File: src/shared/dtc_pkg.sv
package dtc_pkg;
  // ==========================================================
  // register indexes: byte address is four times the index
  localparam logic [3:0] DTC_IDX_MODE = 4'h0;
  localparam logic [3:0] DTC_IDX_CTRL = 4'h1;
  localparam logic [3:0] DTC_IDX_CLK  = 4'h2;
  localparam logic [3:0] DTC_IDX_T0L  = 4'h3;
  localparam logic [3:0] DTC_IDX_T0H  = 4'h4;
  localparam logic [3:0] DTC_IDX_T1L  = 4'h5;
  localparam logic [3:0] DTC_IDX_T1H  = 4'h6;
  localparam logic [3:0] DTC_IDX_STAT = 4'h7;
  localparam logic [3:0] DTC_IDX_MASK = 4'h8;
  localparam logic [3:0] DTC_IDX_BAD  = 4'hf;
  // ==========================================================
  // field positions
  localparam int DTC_MSEL0 = 0;
  localparam int DTC_CT0   = 2;
  localparam int DTC_GATE0 = 3;
  localparam int DTC_MSEL1 = 4;
  localparam int DTC_CT1   = 6;
  localparam int DTC_GATE1 = 7;
  localparam int DTC_RUN0  = 4;
  localparam int DTC_OVF0  = 5;
  localparam int DTC_RUN1  = 6;
  localparam int DTC_OVF1  = 7;
  localparam int DTC_TB0   = 3;
  localparam int DTC_TB1   = 4;
  localparam logic [7:0] DTC_CLK_WMASK = 8'h18;
  // ==========================================================
  // reset values
  localparam logic [7:0] DTC_RST_MODE = 8'h00;
  localparam logic [7:0] DTC_RST_CTRL = 8'h00;
  localparam logic [7:0] DTC_RST_CLK  = 8'h00;
  localparam logic [1:0] DTC_RST_MASK = 2'h0;
  // ==========================================================
  // machine cycle timing
  localparam logic [1:0] DTC_PH_C1      = 2'h0;
  localparam logic [1:0] DTC_PH_C3      = 2'h2;
  localparam logic [1:0] DTC_PH_C4      = 2'h3;
  localparam logic [1:0] DTC_PRESC_LAST = 2'h2;
  localparam logic [1:0] DTC_RESP_OKAY  = 2'h0;
  localparam logic [1:0] DTC_RESP_SLV   = 2'h2;
  typedef enum logic [1:0] {DTC_M13, DTC_M16, DTC_M8R, DTC_MSPLIT} dtc_mode_e;
endpackage

File: src/shared/dtc_cnt_if.sv
`timescale 1ns/1ps
interface dtc_cnt_if;
  import dtc_pkg::*;
  dtc_mode_e  mode;
  logic       low_inc;
  logic       high_inc;
  logic       wr_low;
  logic       wr_high;
  logic [7:0] wdata;
  logic [7:0] low;
  logic [7:0] high;
  logic       ovf_low;
  logic       ovf_high;
  modport ctl (output mode, low_inc, high_inc, wr_low, wr_high, wdata,
               input low, high, ovf_low, ovf_high);
  modport cnt (input mode, low_inc, high_inc, wr_low, wr_high, wdata,
               output low, high, ovf_low, ovf_high);
endinterface

File: src/logic/dtc_counter.sv
`timescale 1ns/1ps
module dtc_counter import dtc_pkg::*; (
  input wire logic clk,
  input wire logic rst,
  dtc_cnt_if.cnt   bus
);
  typedef struct packed {
    logic [7:0] low;
    logic [7:0] high;
  } dtc_cnt_s;
  dtc_cnt_s st;
  dtc_cnt_s next_st;
  logic     ovf_low;
  logic     ovf_high;

  always_comb begin
    next_st = st;
    ovf_low = 1'b0;
    ovf_high = 1'b0;
    case (bus.mode)
      DTC_M13: if (bus.low_inc) begin
        // upper three low bits stay out of the count
        next_st.low[4:0] = st.low[4:0] + 5'h01;
        if (st.low[4:0] == 5'h1f) begin
          next_st.high = st.high + 8'h01;
          ovf_low = (st.high == 8'hff);
        end
      end
      DTC_M16: if (bus.low_inc) begin
        {next_st.high, next_st.low} = {st.high, st.low} + 16'h0001;
        ovf_low = ({st.high, st.low} == 16'hffff);
      end
      DTC_M8R: if (bus.low_inc) begin
        next_st.low = (st.low == 8'hff) ? st.high : st.low + 8'h01;
        ovf_low = (st.low == 8'hff);
      end
      DTC_MSPLIT: begin
        if (bus.low_inc) begin
          next_st.low = st.low + 8'h01;
          ovf_low = (st.low == 8'hff);
        end
        if (bus.high_inc) begin
          next_st.high = st.high + 8'h01;
          ovf_high = (st.high == 8'hff);
        end
      end
      default: ;
    endcase
    // software load beats a same-cycle count
    if (bus.wr_low) next_st.low = bus.wdata;
    if (bus.wr_high) next_st.high = bus.wdata;
  end

  always_ff @(posedge clk) begin
    if (rst) st <= '0;
    else st <= next_st;
  end

  assign bus.low = st.low;
  assign bus.high = st.high;
  assign bus.ovf_low = ovf_low;
  assign bus.ovf_high = ovf_high;
endmodule

File: src/logic/dtc_top.sv
// The register addresses and the AXI4-Lite interface to the registers are this design's own decisions.
`timescale 1ns/1ps
// Summary of operation
// - timer rate is clock/12 or clock/4
// - reset clears both time-base select bits
// - count pin sampled at fourth phase
// - count updates in third phase, next cycle
// - function select bits 2 and 6
// - four modes per timer via mode pair
// - mode 0 is 13-bit, prescale five bits
// - mode 0 wraps past 1FFFh, sets flag
// - count only when run and gate allow; timer 1 ignores its run bit while timer 0 is split
// - mode 1 counts 16 bits, flags rollover
// - mode 2 low byte reloads from upper
// - set flag requests an interrupt
// - mode 3 freezes timer 1, splits timer 0
// - split upper byte takes timer 1 controls
// - vectoring clears the overflow flag
module dtc_top import dtc_pkg::*; (
  input  wire logic        MCLK,
  input  wire logic        SRST,
  input  wire logic [7:0]  S_AXI_AWADDR,
  input  wire logic        S_AXI_AWVALID,
  output logic             S_AXI_AWREADY,
  input  wire logic [31:0] S_AXI_WDATA,
  input  wire logic [3:0]  S_AXI_WSTRB,
  input  wire logic        S_AXI_WVALID,
  output logic             S_AXI_WREADY,
  output logic [1:0]       S_AXI_BRESP,
  output logic             S_AXI_BVALID,
  input  wire logic        S_AXI_BREADY,
  input  wire logic [7:0]  S_AXI_ARADDR,
  input  wire logic        S_AXI_ARVALID,
  output logic             S_AXI_ARREADY,
  output logic [31:0]      S_AXI_RDATA,
  output logic [1:0]       S_AXI_RRESP,
  output logic             S_AXI_RVALID,
  input  wire logic        S_AXI_RREADY,
  input  wire logic        COUNT_INPUT_ZERO,
  input  wire logic        COUNT_INPUT_ONE,
  input  wire logic        EXT_GATE_PIN0,
  input  wire logic        EXT_GATE_PIN1,
  input  wire logic        VECTOR_ACK0,
  input  wire logic        VECTOR_ACK1,
  output logic             TIMER0_OVERFLOW_FLAG,
  output logic             TIMER1_OVERFLOW_FLAG,
  output logic             IRQ
);
  // ==========================================================
  // state
  typedef struct packed {
    logic [1:0] phase;
    logic [1:0] presc;
    logic [3:0] sync1;
    logic [3:0] sync2;
    logic [1:0] sample;
    logic [1:0] pend;
    logic [7:0] tmode;
    logic [7:0] tctrl;
    logic [7:0] cctrl;
    logic [1:0] status;
    logic [1:0] mask;
    logic       irq;
    logic       awready;
    logic       wready;
    logic       aw_have;
    logic       w_have;
    logic [7:0] awaddr;
    logic [7:0] wdata;
    logic       wstrb0;
    logic       bvalid;
    logic [1:0] bresp;
    logic       arready;
    logic       rvalid;
    logic [1:0] rresp;
    logic [7:0] rdata;
  } dtc_top_s;

  dtc_top_s   st;
  dtc_top_s   next_st;
  dtc_mode_e  mode0;
  dtc_mode_e  mode1;
  logic       t0_split;
  logic       at_c3;
  logic       presc_end;
  logic       inc0;
  logic       inc0_high;
  logic       inc1;
  logic       ovf0_evt;
  logic       ovf1_evt;
  logic       do_wr;
  logic       wr_en;
  logic [3:0] widx;
  logic [3:0] ridx;
  logic [7:0] rd_val;

  dtc_cnt_if cif[2] ();

  // ==========================================================
  // helpers
  function automatic logic [3:0] dtc_decode(input logic [7:0] a);
    dtc_decode = DTC_IDX_BAD;
    if (a[1:0] == 2'h0 && a[7:2] <= {2'h0, DTC_IDX_MASK}) dtc_decode = a[5:2];
  endfunction

  // one count step: run bit, gate, then clock tick or pin edge
  function automatic logic dtc_step(input logic run,
                                    input logic gate_on,
                                    input logic gate_pin,
                                    input logic counter_fn,
                                    input logic fast,
                                    input logic pend,
                                    input logic pend_end);
    dtc_step = run & (!gate_on | gate_pin) & (counter_fn ? pend : (fast | pend_end));
  endfunction

  // ==========================================================
  // timer control
  assign mode0 = dtc_mode_e'(st.tmode[DTC_MSEL0 +: 2]);
  assign mode1 = dtc_mode_e'(st.tmode[DTC_MSEL1 +: 2]);
  assign t0_split = (mode0 == DTC_MSPLIT);
  assign at_c3 = (st.phase == DTC_PH_C3);
  assign presc_end = (st.presc == DTC_PRESC_LAST);

  assign inc0 = at_c3 & dtc_step(st.tctrl[DTC_RUN0], st.tmode[DTC_GATE0],
                                 st.sync2[2], st.tmode[DTC_CT0],
                                 st.cctrl[DTC_TB0], st.pend[0], presc_end);
  // split upper byte: clock ticks only, timer 1 run bit, no gate
  assign inc0_high = at_c3 & t0_split &
                     dtc_step(st.tctrl[DTC_RUN1], 1'b0, 1'b0, 1'b0,
                              st.cctrl[DTC_TB0], 1'b0, presc_end);
  // timer 1 loses its run bit to the split timer, and mode 3 freezes it
  assign inc1 = at_c3 & (mode1 != DTC_MSPLIT) &
                dtc_step(t0_split | st.tctrl[DTC_RUN1], st.tmode[DTC_GATE1],
                         st.sync2[3], st.tmode[DTC_CT1],
                         st.cctrl[DTC_TB1], st.pend[1], presc_end);

  assign ovf0_evt = cif[0].ovf_low;
  assign ovf1_evt = t0_split ? cif[0].ovf_high : cif[1].ovf_low;

  assign do_wr = st.aw_have & st.w_have & !st.bvalid;
  assign wr_en = do_wr & st.wstrb0;
  assign widx = dtc_decode(st.awaddr);
  assign ridx = dtc_decode(S_AXI_ARADDR);

  assign cif[0].mode = mode0;
  assign cif[0].low_inc = inc0;
  assign cif[0].high_inc = inc0_high;
  assign cif[0].wr_low = wr_en & (widx == DTC_IDX_T0L);
  assign cif[0].wr_high = wr_en & (widx == DTC_IDX_T0H);
  assign cif[0].wdata = st.wdata;
  assign cif[1].mode = mode1;
  assign cif[1].low_inc = inc1;
  assign cif[1].high_inc = 1'b0;
  assign cif[1].wr_low = wr_en & (widx == DTC_IDX_T1L);
  assign cif[1].wr_high = wr_en & (widx == DTC_IDX_T1H);
  assign cif[1].wdata = st.wdata;

  for (genvar g = 0; g < 2; g++) begin : g_cnt
    dtc_counter u_cnt (
      .clk (MCLK),
      .rst (SRST),
      .bus (cif[g])
    );
  end

  // ==========================================================
  // read mux
  always_comb begin
    rd_val = 8'h00;
    case (ridx)
      DTC_IDX_MODE: rd_val = st.tmode;
      DTC_IDX_CTRL: rd_val = st.tctrl;
      DTC_IDX_CLK:  rd_val = st.cctrl;
      DTC_IDX_T0L:  rd_val = cif[0].low;
      DTC_IDX_T0H:  rd_val = cif[0].high;
      DTC_IDX_T1L:  rd_val = cif[1].low;
      DTC_IDX_T1H:  rd_val = cif[1].high;
      DTC_IDX_STAT: rd_val = {6'h00, st.status};
      DTC_IDX_MASK: rd_val = {6'h00, st.mask};
      default:      rd_val = 8'h00;
    endcase
  end

  // ==========================================================
  // next state
  always_comb begin
    next_st = st;
    next_st.sync1 = {EXT_GATE_PIN1, EXT_GATE_PIN0, COUNT_INPUT_ONE, COUNT_INPUT_ZERO};
    next_st.sync2 = st.sync1;
    next_st.phase = st.phase + 2'h1;
    if (st.phase == DTC_PH_C4) begin
      next_st.presc = presc_end ? 2'h0 : st.presc + 2'h1;
      next_st.sample = st.sync2[1:0];
      for (int i = 0; i < 2; i++) begin
        if (st.sample[i] && !st.sync2[i]) next_st.pend[i] = 1'b1;
      end
    end
    // an edge is spent at the next third phase, counted or not
    if (at_c3) next_st.pend = 2'h0;

    if (S_AXI_AWVALID && st.awready) begin
      next_st.aw_have = 1'b1;
      next_st.awaddr = S_AXI_AWADDR;
    end
    if (S_AXI_WVALID && st.wready) begin
      next_st.w_have = 1'b1;
      next_st.wdata = S_AXI_WDATA[7:0];
      next_st.wstrb0 = S_AXI_WSTRB[0];
    end
    if (st.bvalid && S_AXI_BREADY) next_st.bvalid = 1'b0;
    if (do_wr) begin
      next_st.aw_have = 1'b0;
      next_st.w_have = 1'b0;
      next_st.bvalid = 1'b1;
      next_st.bresp = (widx == DTC_IDX_BAD) ? DTC_RESP_SLV : DTC_RESP_OKAY;
      if (st.wstrb0) begin
        case (widx)
          DTC_IDX_MODE: next_st.tmode = st.wdata;
          DTC_IDX_CTRL: next_st.tctrl = st.wdata;
          DTC_IDX_CLK:  next_st.cctrl = st.wdata & DTC_CLK_WMASK;
          DTC_IDX_STAT: next_st.status = st.status & ~st.wdata[1:0];
          DTC_IDX_MASK: next_st.mask = st.wdata[1:0];
          default: ;
        endcase
      end
    end
    next_st.awready = !next_st.aw_have && !next_st.bvalid;
    next_st.wready = !next_st.w_have && !next_st.bvalid;

    if (st.rvalid && S_AXI_RREADY) next_st.rvalid = 1'b0;
    if (S_AXI_ARVALID && st.arready) begin
      next_st.rvalid = 1'b1;
      next_st.rdata = rd_val;
      next_st.rresp = (ridx == DTC_IDX_BAD) ? DTC_RESP_SLV : DTC_RESP_OKAY;
    end
    next_st.arready = !next_st.rvalid;

    // clear by vectoring first, so a same-cycle overflow still sets
    if (VECTOR_ACK0) next_st.tctrl[DTC_OVF0] = 1'b0;
    if (VECTOR_ACK1) next_st.tctrl[DTC_OVF1] = 1'b0;
    if (ovf0_evt) begin
      next_st.tctrl[DTC_OVF0] = 1'b1;
      next_st.status[0] = 1'b1;
    end
    if (ovf1_evt) begin
      next_st.tctrl[DTC_OVF1] = 1'b1;
      next_st.status[1] = 1'b1;
    end
    next_st.irq = |(next_st.status & next_st.mask);
  end

  always_ff @(posedge MCLK) begin
    if (SRST) begin
      st <= '0;
      st.tmode <= DTC_RST_MODE;
      st.tctrl <= DTC_RST_CTRL;
      st.cctrl <= DTC_RST_CLK;
      st.mask <= DTC_RST_MASK;
    end else begin
      st <= next_st;
    end
  end

  // ==========================================================
  // outputs
  assign S_AXI_AWREADY = st.awready;
  assign S_AXI_WREADY = st.wready;
  assign S_AXI_BRESP = st.bresp;
  assign S_AXI_BVALID = st.bvalid;
  assign S_AXI_ARREADY = st.arready;
  assign S_AXI_RDATA = {24'h000000, st.rdata};
  assign S_AXI_RRESP = st.rresp;
  assign S_AXI_RVALID = st.rvalid;
  // flags go straight to the interrupt controller
  assign TIMER0_OVERFLOW_FLAG = st.tctrl[DTC_OVF0];
  assign TIMER1_OVERFLOW_FLAG = st.tctrl[DTC_OVF1];
  assign IRQ = st.irq;
endmodule

File: config.mk
export PLATFORM = sky130hd
export DESIGN_NAME = dtc_top
export DESIGN_NICKNAME = d
export VERILOG_FILES = /design/src/shared/dtc_pkg.sv /design/src/shared/dtc_cnt_if.sv /design/src/logic/dtc_counter.sv /design/src/logic/dtc_top.sv
export SDC_FILE = /design/constraint.sdc
export NUM_CORES = 1
export LEC_CHECK = 0
export ABC_AREA = 1
export BUFFER_PORTS_ARGS = -buffer_cell sky130_fd_sc_hd__buf_2
export CAP_MARGIN = 40
export CORE_MARGIN = 2
export CORE_UTILIZATION = 61
export DETAILED_ROUTE_END_ITERATION = 10
export GPL_TIMING_DRIVEN = 0
export PLACE_DENSITY = 0.89
export SYNTH_ARGS = -nofsm -noshare
export SYNTH_HDL_FRONTEND = slang
export SYNTH_SLANG_ARGS = --single-unit
File: constraint.sdc
create_clock -name MCLK -period 4.1 [get_ports MCLK]
set_input_delay 0.41 -clock MCLK [delete_from_list [all_inputs] [get_ports MCLK]]
set_output_delay 0.41 -clock MCLK [all_outputs]
set_load 0.01 [all_outputs]
# Yosys cells after proc, flatten, opt, wreduce, memory -nomap -nowiden
# Index checks and enable logic that the tools add are counted.
[classes] n_reduce_logical=53 n_eq_ne=51 addsub=10 order_cmp=2 bitwise_logic=25 muxes=62
[op_table] op="8-bit 2-to-1 mux" count=14
[op_table] op="8-bit case mux with 9 select lines" count=1
[op_table] op="20-bit 2-to-1 mux" count=2
[op_table] op="5-bit case mux with 4 select lines" count=2
[op_table] op="3-bit inequality test (second input constant)" count=11
[op_table] op="16-bit by 1-bit adder with 16-bit output (second input constant)" count=2
[op_table] op="8-bit by 1-bit adder with 8-bit output (second input constant)" count=4
[op_table] op="16-bit equality test (second input constant)" count=2
[op_table] op="4-bit by 3-bit equality test with 1-bit output (second input constant)" count=8
[op_table] op="8-bit equality test (second input constant)" count=4
[op_table] op="16-bit 2-to-1 mux" count=2
[op_table] op="13-bit 2-to-1 mux" count=2
[op_table] op="8-bit case mux with 3 select lines" count=1
[op_table] op="1-bit 2-to-1 mux" count=22
[op_table] op="3-bit nonzero test" count=7
[op_table] op="4-bit AND reduction" count=5
[op_table] op="3-bit case mux with 3 select lines" count=2
[op_table] op="1-bit AND" count=17
[op_table] op="4-bit by 2-bit equality test with 1-bit output (second input constant)" count=4
[op_table] op="4-bit equality test (second input constant)" count=4
[op_table] op="8-bit case mux with 2 select lines" count=1
[op_table] op="3-bit AND reduction" count=5
[op_table] op="2-bit equality test (second input constant)" count=7
[op_table] op="6-bit by 4-bit <= comparator with 1-bit output (second input constant)" count=2
[op_table] op="other kinds (25)" count=72
[word_totals] inputBits=65 wordCells=237 output_inout_bits=44 regBits=107

# Longest topological paths before layout
# Gate-level depths: netlist (run 1).
[logic_depth] word_depth=11 mapped_depth=15 depth_no_buf=14

# Hierarchy
# Synthesis (run 1) repeated with hierarchy kept, for this count alone.
[unflattened] hier_cells=1049 area_unflattened_um2=6786.5
[by_module_without_submodules] mod="dtc_top" area_per_inst_um2=3719.8 instances=1 seq_area_each_um2=1461.4 cells_each=519
[by_module_without_submodules] mod="dtc_counter (g_cnt[1].u_cnt)" area_per_inst_um2=1536.5 instances=1 seq_area_each_um2=320.3 cells_each=266
[by_module_without_submodules] mod="dtc_counter (g_cnt[0].u_cnt)" area_per_inst_um2=1530.2 instances=1 seq_area_each_um2=320.3 cells_each=264

# Least setup slack after synthesis (run 1)
# OpenSTA, ideal clock, no wires.
[synth_path] kind="reg-to-reg" startpoint="register g_cnt[1].u_cnt.st (netlist bit g_cnt[1].u_cnt.bus.low[0])" endpoint="register g_cnt[1].u_cnt.st (netlist bit g_cnt[1].u_cnt.bus.high[0])" period_less_slack_ns=1.655 setup_slack_ns=2.445 setup_ns=0.070 n_path_buf=0 path_stages_with_launch=12 required_ns=4.030 arrival_time_ns=1.585 cell_sequence="dfxtp_1 ha_1 nand2_1 nor2_1 ha_1 nor2_1 nor2_1 nand2_1 inv_2 nand2_1 xor2_1 a21oi_1"
[synth_via] elab_chain_cells=4 elab_cells_between_ends=7 classes_between="add/sub: 1; eq/ne: 2; mux: 3; reduce/logical: 1"
[synth_rtl] element="from (decl)" line_no="dtc_counter.sv:11" text="dtc_cnt_s st;"
[synth_rtl] element="from (signal assigned)" line_no="dtc_counter.sv:56" text="else st <= next_st;"
[synth_rtl] element="16-bit by 1-bit adder with 16-bit output" line_no="dtc_counter.sv:30" text="{next_st.high, next_st.low} = {st.high, st.low} + 16'h0001;"
[synth_rtl] element="16-bit 2-to-1 mux" line_no="dtc_counter.sv:29" text="DTC_M16: if (bus.low_inc) begin"
[synth_rtl] element="8-bit case mux with 2 select lines" line_no="dtc_counter.sv:20" text="case (bus.mode)"
[synth_rtl] element="8-bit 2-to-1 mux" line_no="dtc_counter.sv:51" text="if (bus.wr_high) next_st.high = bus.wdata;"
# Parallel ways exist; a longest one is shown, timed or not. The select of a mux whose other input is x is not followed.
# A chain may end at the register's enable or synchronous reset.

# Worst setup path after layout (run 1)
[layout_path] startpoint="register g_cnt[0].u_cnt.st (netlist bit g_cnt[0].u_cnt.bus.high[1])" endpoint="register st (netlist bit IRQ)"
[layout_via] elab_chain_cells=7 elab_cells_between_ends=12 classes_between="eq/ne: 2; mux: 8; bitwise: 1; reduce/logical: 1"
[layout_rtl] element="from (decl)" line_no="dtc_counter.sv:11"
[layout_rtl] element="from (signal assigned)" line_no="dtc_counter.sv:56"
[layout_rtl] element="8-bit equality test" line_no="dtc_counter.sv:26, dtc_counter.sv:44"
[layout_rtl] element="1-bit 2-to-1 mux" line_no="dtc_counter.sv:24" text="if (st.low[4:0] == 5'h1f) begin"
[layout_rtl] element="1-bit 2-to-1 mux" line_no="dtc_counter.sv:21" text="DTC_M13: if (bus.low_inc) begin"
[layout_rtl] element="1-bit case mux with 3 select lines" line_no="dtc_counter.sv:20"
[layout_rtl] element="1-bit 2-to-1 mux" line_no="dtc_top.sv:242" text="if (ovf0_evt) begin"
[layout_rtl] element="2-bit AND (*)" line_no="dtc_top.sv:250" text="next_st.irq = |(next_st.status & next_st.mask);"
[layout_rtl] element="2-bit OR reduction (*)" line_no="dtc_top.sv:250"
[layout_rtl] element="to (signal assigned)" line_no="dtc_top.sv:261" text="st <= next_st;"
[layout_rtl] element="to (decl)" line_no="dtc_top.sv:79" text="dtc_top_s st;"
# Mark *: on every way between the ends. The rest lies on a longest branch, timed or not.

==> results.yml, run 1 <==
outcome:
  run_status: "complete, no violations"
global_routing:
  grt_pass1_wl_um: 28200
  grt_use_total: 0.320
  grt-ovfl-total: 0
  antenna_found_initial: 0
  grt_max_degree: 20
  grt_pass1_vias: 5987
worst_setup_path:
  worst_setup_path_end_kind: "flop"
  worstSetupPathType: "flop to flop"
  crit_required_ns: 4.44
  cp_slowest_cell: "dfxtp_1"
  reg2reg_depth: 9
  critPathTopFamily: "simple AND/OR/NAND/NOR gates"
  crit_buf_inv: 1
  start_kind: "flop"
  path_cells: "ha_1 -> inv_1 -> nor3_1 -> nand3_1 -> o21ai_0 -> o2111ai_1 -> nand2_1 -> nand2_1 -> nand2_1"
  cp_common_cell: "nand2_1"
  cpPeakStageDelay_ns: 0.54
  critPathArrivalTime_ns: 2.46
  crit_path_max_fanout: 7
  crit_cells: 9
clocking:
  clockBufferDepth: 2
  numCtsBuffers: 9
  cts_hold_buf: 0
  cts_tree: "built"
  cts_resized: 0
  cts_setup_buffers: 0
  clk_pin_slew_ns: 0.11
  clockRootBuffer: "clkbuf_8"
  htreeDepth: 3
  cts_sinks: 105
  clk_latency_ns: 0.39
sta:
  max_freq_mhz: 471
  maxSlewHeadroom: 0.473
  hold_viol: 0
  tns_ns: 0
  skew_ns: 0.0139
  tightestPinTransition_ns: 0.788
  finalSetupViolCount: 0
  fin_crit_sh: 0.518
  rsz0062_at_grt: "no"
  report.final.slew_viol_count: 0
  fin_crit_ns: 2.12
placed_design:
  dp.cells: 1183
  routabilityCongestion: 0.993
  io_buffers: 55
  hpwlAfterDp_um: 13100
synth:
  syn-cell-area_um2: 6230
  yosysSeqAreaShare: 0.337
  syn_avg_cell_area_um2: 6.43
  synth_edf_count: 0
  synthArstFlopShare: 0
  synthCells: 970
  synth-seq-cells: 105
  yosysMostFrequentCell: "nand2_1"
  ys_warn_count: 0
  synth_top_area_cell: "dfxtp_1"
  synth_top_cells_by_area: "dfxtp_1 (34%), nand2_1 (14%), nand3_1 (7.4%), inv_1 (6.8%), nor2_1 (6.2%)"
  ys.flop_type: "dfxtp_1"
  synth_top_area_frac: 0.337
  ys_types: 42
  yosys-top-cells-count: "nand2_1 (240), inv_1 (113), dfxtp_1 (105), nor2_1 (103), nand3_1 (92)"
power_and_ir_drop:
  internal_power_mw: 1.41
  p_comb_frac: 0.103
  clkPwrFrac: 0.353
  leakagePower_nw: 3.34
  p_seq_frac: 0.544
  vdd_drop_max_uv: 301
  switchingPower_mw: 0.549
  swShare: 0.280
  power_density_nw_per_um2: 281
routing:
  drt_pass1_iterations: 6
  drc: 0
  wl_per_cell_um: 14.3
  via_per_inst: 5.53
  vias: 6632
  drt_iter0_drc: 647
  ant_nets: 0
  wl_um: 17200
cells_and_area:
  area_growth_pct: 12.0
  multi_input_area_um2: 3370
  num_antenna_cells: 0
  final.fill_count: 873
  final_util: 0.708
  final-seq-area_um2: 2100
  instances_no_fill: 1199
  drive_above_1_share: 0.145
  nNetsFinal: 1138
run:
  max_cap_violations: 0
floorplan:
  fp.coreArea_um2: 9860
  ioPinCount: 109
  die_area_um2: 11000
  std_cell_rows: 36
  start_util: 0.632
  die_h_um: 105
  die_x_um: 105
min_path:
  min_delay_path_depth: 3
  hold_class: "input port to flop"
tightest hold or removal path: stages:
cell and delay, ns:
buf_2 0.07, inv_1 0.03, nor2_1 0.06
cell type report:
class,instances,share of cell area
inverter,125,0.0672
multi-input combinational,706,0.483
sequential,105,0.301
buffer,59,0.0554
tap,133,0.0238
clock buffer,10,0.0183
timing repair buffer,55,0.0394
clock inverter,6,0.0120
stage by stage:
step	hold slack [ns]	power [mW]	worst slack, ns	area [um^2]
3_5_place_dp	0.398	1.29	2.08	6770
6_report	0.213	1.96	1.98	6980
5_1_grt	0.209	2.03	1.83	6980
4_1_cts	0.212	1.95	2.05	6980
3_3_place_gp	0.389	1.28	2.10	6770
2_1_floorplan	0.388	1.22	2.45	6330
worst paths after layout:
kind | end | slack (ns) | start
worst max-delay path | IRQ | 1.98 | g_cnt[0].u_cnt.bus.high[1]
worst min-delay path | next_st[72] | 0.21 | EXT_GATE_PIN1
worst max register to register | IRQ | 1.98 | g_cnt[0].u_cnt.bus.high[1]
worst min register to register | st[72] | 0.41 | next_st[72]
metal layers:
metal / vias up / track usage / share of wire
met5: - / 0 / 0
met3: 72 / 0.0848 / 0.12
met2: 383 / 0.504 / 0.44
met4: 0 / 0.146 / 0.044
met1: 2929 / 0.411 / 0.40
li1: 3248 / - / -
registers in the layout (all words and copies together) (netlist names):
register / count
st: 39
g_cnt.u_cnt.bus.high: 16
g_cnt.u_cnt.bus.low: 16
S_AXI_RDATA: 8
cif.wdata: 8
cif.mode: 4
next_st: 4
IRQ: 1
S_AXI_ARREADY: 1
S_AXI_AWREADY: 1
S_AXI_BRESP: 1
S_AXI_BVALID: 1
S_AXI_RRESP: 1
S_AXI_RVALID: 1
S_AXI_WREADY: 1
TIMER0_OVERFLOW_FLAG: 1
TIMER1_OVERFLOW_FLAG: 1
layout by cell type, fill, tap and decap left out, types with 4 or more instances in the layout:
cell,n
a21oi_1,75
a31oi_1,4
buf_2,58
buf_4,39
clkbuf_1,16
clkbuf_8,9
conb_1,26
dfxtp_1,105
ha_1,12
inv_1,113
inv_2,9
nand2_1,240
nand2_2,4
nand3_1,92
nand4_1,5
nor2_1,103
nor2_2,13
nor2_4,4
nor3_1,12
o211ai_1,5
o21ai_0,70
o22ai_1,4
xor2_1,10
power by group through the flow:
| stage | sequential, mW | combinational (mW) | clock (mW) |
|---|---|---|---|
| after floorplan | 1.09 | 0.134 | 0 |
| after global placement | 1.09 | 0.192 | 0 |
| after detailed placement | 1.09 | 0.195 | 0 |
| after CTS | 1.07 | 0.197 | 0.690 |
| after global routing | 1.07 | 0.223 | 0.736 |
| final | 1.07 | 0.202 | 0.692 |
cells by family (layout without fill, tap and decap cells):
family | after synthesis | in the layout | synth area share
other | 1 | 26 | 0.000602
DFF | 105 | 105 | 0.337
and+or+nand+nor | 486 | 486 | 0.338
buffers and inverters | 184 | 255 | 0.137
xor gates and xnor gates | 12 | 12 | 0.0169
AOI/OAI and AO/OA | 170 | 170 | 0.146
adders and majority gates | 12 | 12 | 0.0241
Power figures use the tool's default switching activity.
==> run 2, diff against run 1 <==
--- a/config.mk
+++ b/config.mk
@@ -9,10 +9,10 @@
 export BUFFER_PORTS_ARGS = -buffer_cell sky130_fd_sc_hd__buf_2
 export CAP_MARGIN = 40
 export CORE_MARGIN = 2
-export CORE_UTILIZATION = 61
+export CORE_UTILIZATION = 51
 export DETAILED_ROUTE_END_ITERATION = 10
 export GPL_TIMING_DRIVEN = 0
-export PLACE_DENSITY = 0.89
+export PLACE_DENSITY = 0.8
 export SYNTH_ARGS = -nofsm -noshare
 export SYNTH_HDL_FRONTEND = slang
 export SYNTH_SLANG_ARGS = --single-unit
==> constraint.sdc (replaced) <==
create_clock -name MCLK -period 1.9 [get_ports MCLK]
set_input_delay 0.19 -clock MCLK [delete_from_list [all_inputs] [get_ports MCLK]]
set_output_delay 0.19 -clock MCLK [all_outputs]
set_load 0.01 [all_outputs]
==> results.yml, run 2 (synthesized netlist as in run 1, its figures left out) <==
outcome:
  run_status: "complete, no violations"
sta:
  report.final.slew_viol_count: 0
  hold_viol: 0
  max_freq_mhz: 546
  tns_ns: 0
  rsz0062_at_grt: "yes"
  fin_crit_sh: 0.965
  maxSlewHeadroom: 0.498
  tightestPinTransition_ns: 0.753
  skew_ns: 0.00837
  holdWs_ns: 0.0309
  finalSetupViolCount: 0
  fin_crit_ns: 1.83
global_routing:
  grt_pass1_vias: 5730
  grt_use_total: 0.279
  antenna_found_initial: 0
  grt_pass1_wl_um: 28400
  grt-ovfl-total: 0
  grt_max_degree: 19
placed_design:
  hpwlAfterDp_um: 13800
  dp.cells: 1197
  routabilityCongestion: 0.966
  io_buffers: 55
floorplan:
  ioPinCount: 109
  start_util: 0.521
  std_cell_rows: 40
  die_area_um2: 13100
  die_h_um: 115
  die_x_um: 115
  fp.coreArea_um2: 12000
clocking:
  clockRootBuffer: "clkbuf_16"
  cts_tree: "built"
  htreeDepth: 3
  clk_pin_slew_ns: 0.07
  cts_sinks: 105
  clockBufferDepth: 2
  clk_latency_ns: 0.36
  numCtsBuffers: 9
  cts_hold_buf: 0
worst_setup_path:
  critPathArrivalTime_ns: 2.13
  cp_slowest_cell: "dfxtp_4"
  reg2reg_depth: 9
  crit_required_ns: 2.20
  path_cells: "ha_1 -> inv_1 -> nor3_2 -> nand3_1 -> o21ai_1 -> o2111ai_2 -> nand2_1 -> nand2_1 -> nand2_1"
  rr_startpoint: "g_cnt[0].u_cnt.bus.high[1]"
  worstSetupPathType: "flop to flop"
  crit_path_max_fanout: 7
  rr_endpoint: "IRQ"
  worst_setup_path_end_kind: "flop"
  start_kind: "flop"
  cp_common_cell: "nand2_1"
  cpPeakStageDelay_ns: 0.41
  timing.reg2reg.setup_slack_ns: 0.07
routing:
  drc: 0
  drt_iter0_drc: 562
  drt_pass1_iterations: 5
  wl_um: 18500
  wl_per_cell_um: 15.1
  ant_nets: 0
  vias: 6539
  via_per_inst: 5.33
cells_and_area:
  instances_no_fill: 1226
  final_cell_mix: "nand2_1 (232), inv_1 (112), nor2_1 (94)"
  multi_input_area_um2: 3580
  final-seq-area_um2: 2130
  drive_above_1_share: 0.199
  final.fill_count: 1126
  nNetsFinal: 1152
  num_antenna_cells: 0
  largest_register: "st"
  final_common_cell: "nand2_1"
  area_growth_pct: 18.8
  largest_reg_flops: 39
run:
  max_cap_violations: 0
power_and_ir_drop:
  power_density_nw_per_um2: 615
  leakagePower_nw: 3.49
  vdd_drop_max_uv: 660
min_path:
  min_delay_path_depth: 3
  hp-start: "COUNT_INPUT_ZERO"
  whs_endpoint: "next_st[69]"
  hold_class: "input port to flop"
## run 2: cell types whose count changed in the layout (fill, tap and decap cells not counted), sizes merged
cell	before	now
clkbuf	25	23
clkinvlp	0	1
buf	99	113
bufinv	1	0
inv	126	125
nand2	245	246
clkinv	4	5
## run 2: layer usage
metal | routed length, um | part of all wire | GRT usage
met5 | 0 | 0 | 0
met4 | 636 | 0.034 | 0.115
met3 | 1560 | 0.084 | 0.0646
met2 | 8310 | 0.45 | 0.441
met1 | 7960 | 0.43 | 0.367
## run 2: worst max-delay path by stage
stage	from	end	slack, ns	depth (start not counted)
floorplan	g_cnt[1].u_cnt.bus.low[0]	g_cnt[1].u_cnt.bus.high[0]	0.25	11
global placement	g_cnt[0].u_cnt.bus.high[1]	IRQ	-0.11	9
detailed placement	g_cnt[0].u_cnt.bus.high[1]	IRQ	-0.13	9
CTS	st[79]	g_cnt[0].u_cnt.bus.high[1]	0.006	12
global route	st[32]	g_cnt[0].u_cnt.bus.low[3]	-0.07	11
finish	g_cnt[0].u_cnt.bus.high[1]	IRQ	0.07	9
## run 2: worst max-delay path, delay by kind of cell (launching register included)
kind / cells / cell delay (ns)
AO/OA/AOI/OAI: 2 / 0.44
adder cells (fa/ha/maj): 1 / 0.21
buffers and inverters: 1 / 0.08
flip-flops: 1 / 0.41
AND/OR/NAND/NOR: 5 / 0.63
## run 2: power breakdown
part | switching (mW) | internal (mW) | total, mW
Combinational | 0.297 | 0.152 | 0.449
Clock | 0.904 | 0.902 | 1.81
Sequential | 0.0499 | 2.25 | 2.30
Total | 1.25 | 3.30 | 4.55
## run 2: layout make-up
| class | instances | share of cell area |
|---|---|---|
| inverter | 125 | 0.0634 |
| buffer | 58 | 0.0525 |
| timing repair buffer | 69 | 0.0514 |
| clock buffer | 9 | 0.0304 |
| tap | 147 | 0.0248 |
| clock inverter | 6 | 0.00676 |
| multi-input combinational | 707 | 0.483 |
| sequential | 105 | 0.288 |
## run 2: what timing repair did
item,CTS,global route
endpoints found under the setup margin,22,44
pin swaps,1,18
gates cloned,0,1
setup buffers,1,13
resized for setup,15,63
## run 2: per-stage QoR
| stage | utilization | setup WS (ns) | power (mW) | instance area (um^2) |
|---|---|---|---|---|
| after floorplan | - | 0.245 | 2.63 | 6330 |
| after global placement | 0.567 | -0.111 | 2.77 | 6790 |
| after detailed placement | 0.567 | -0.134 | 2.78 | 6790 |
| after CTS | 0.594 | 0.00552 | 4.56 | 7100 |
| after global routing | 0.619 | -0.0697 | 4.72 | 7410 |
| final | 0.619 | 0.0672 | 4.55 | 7410 |
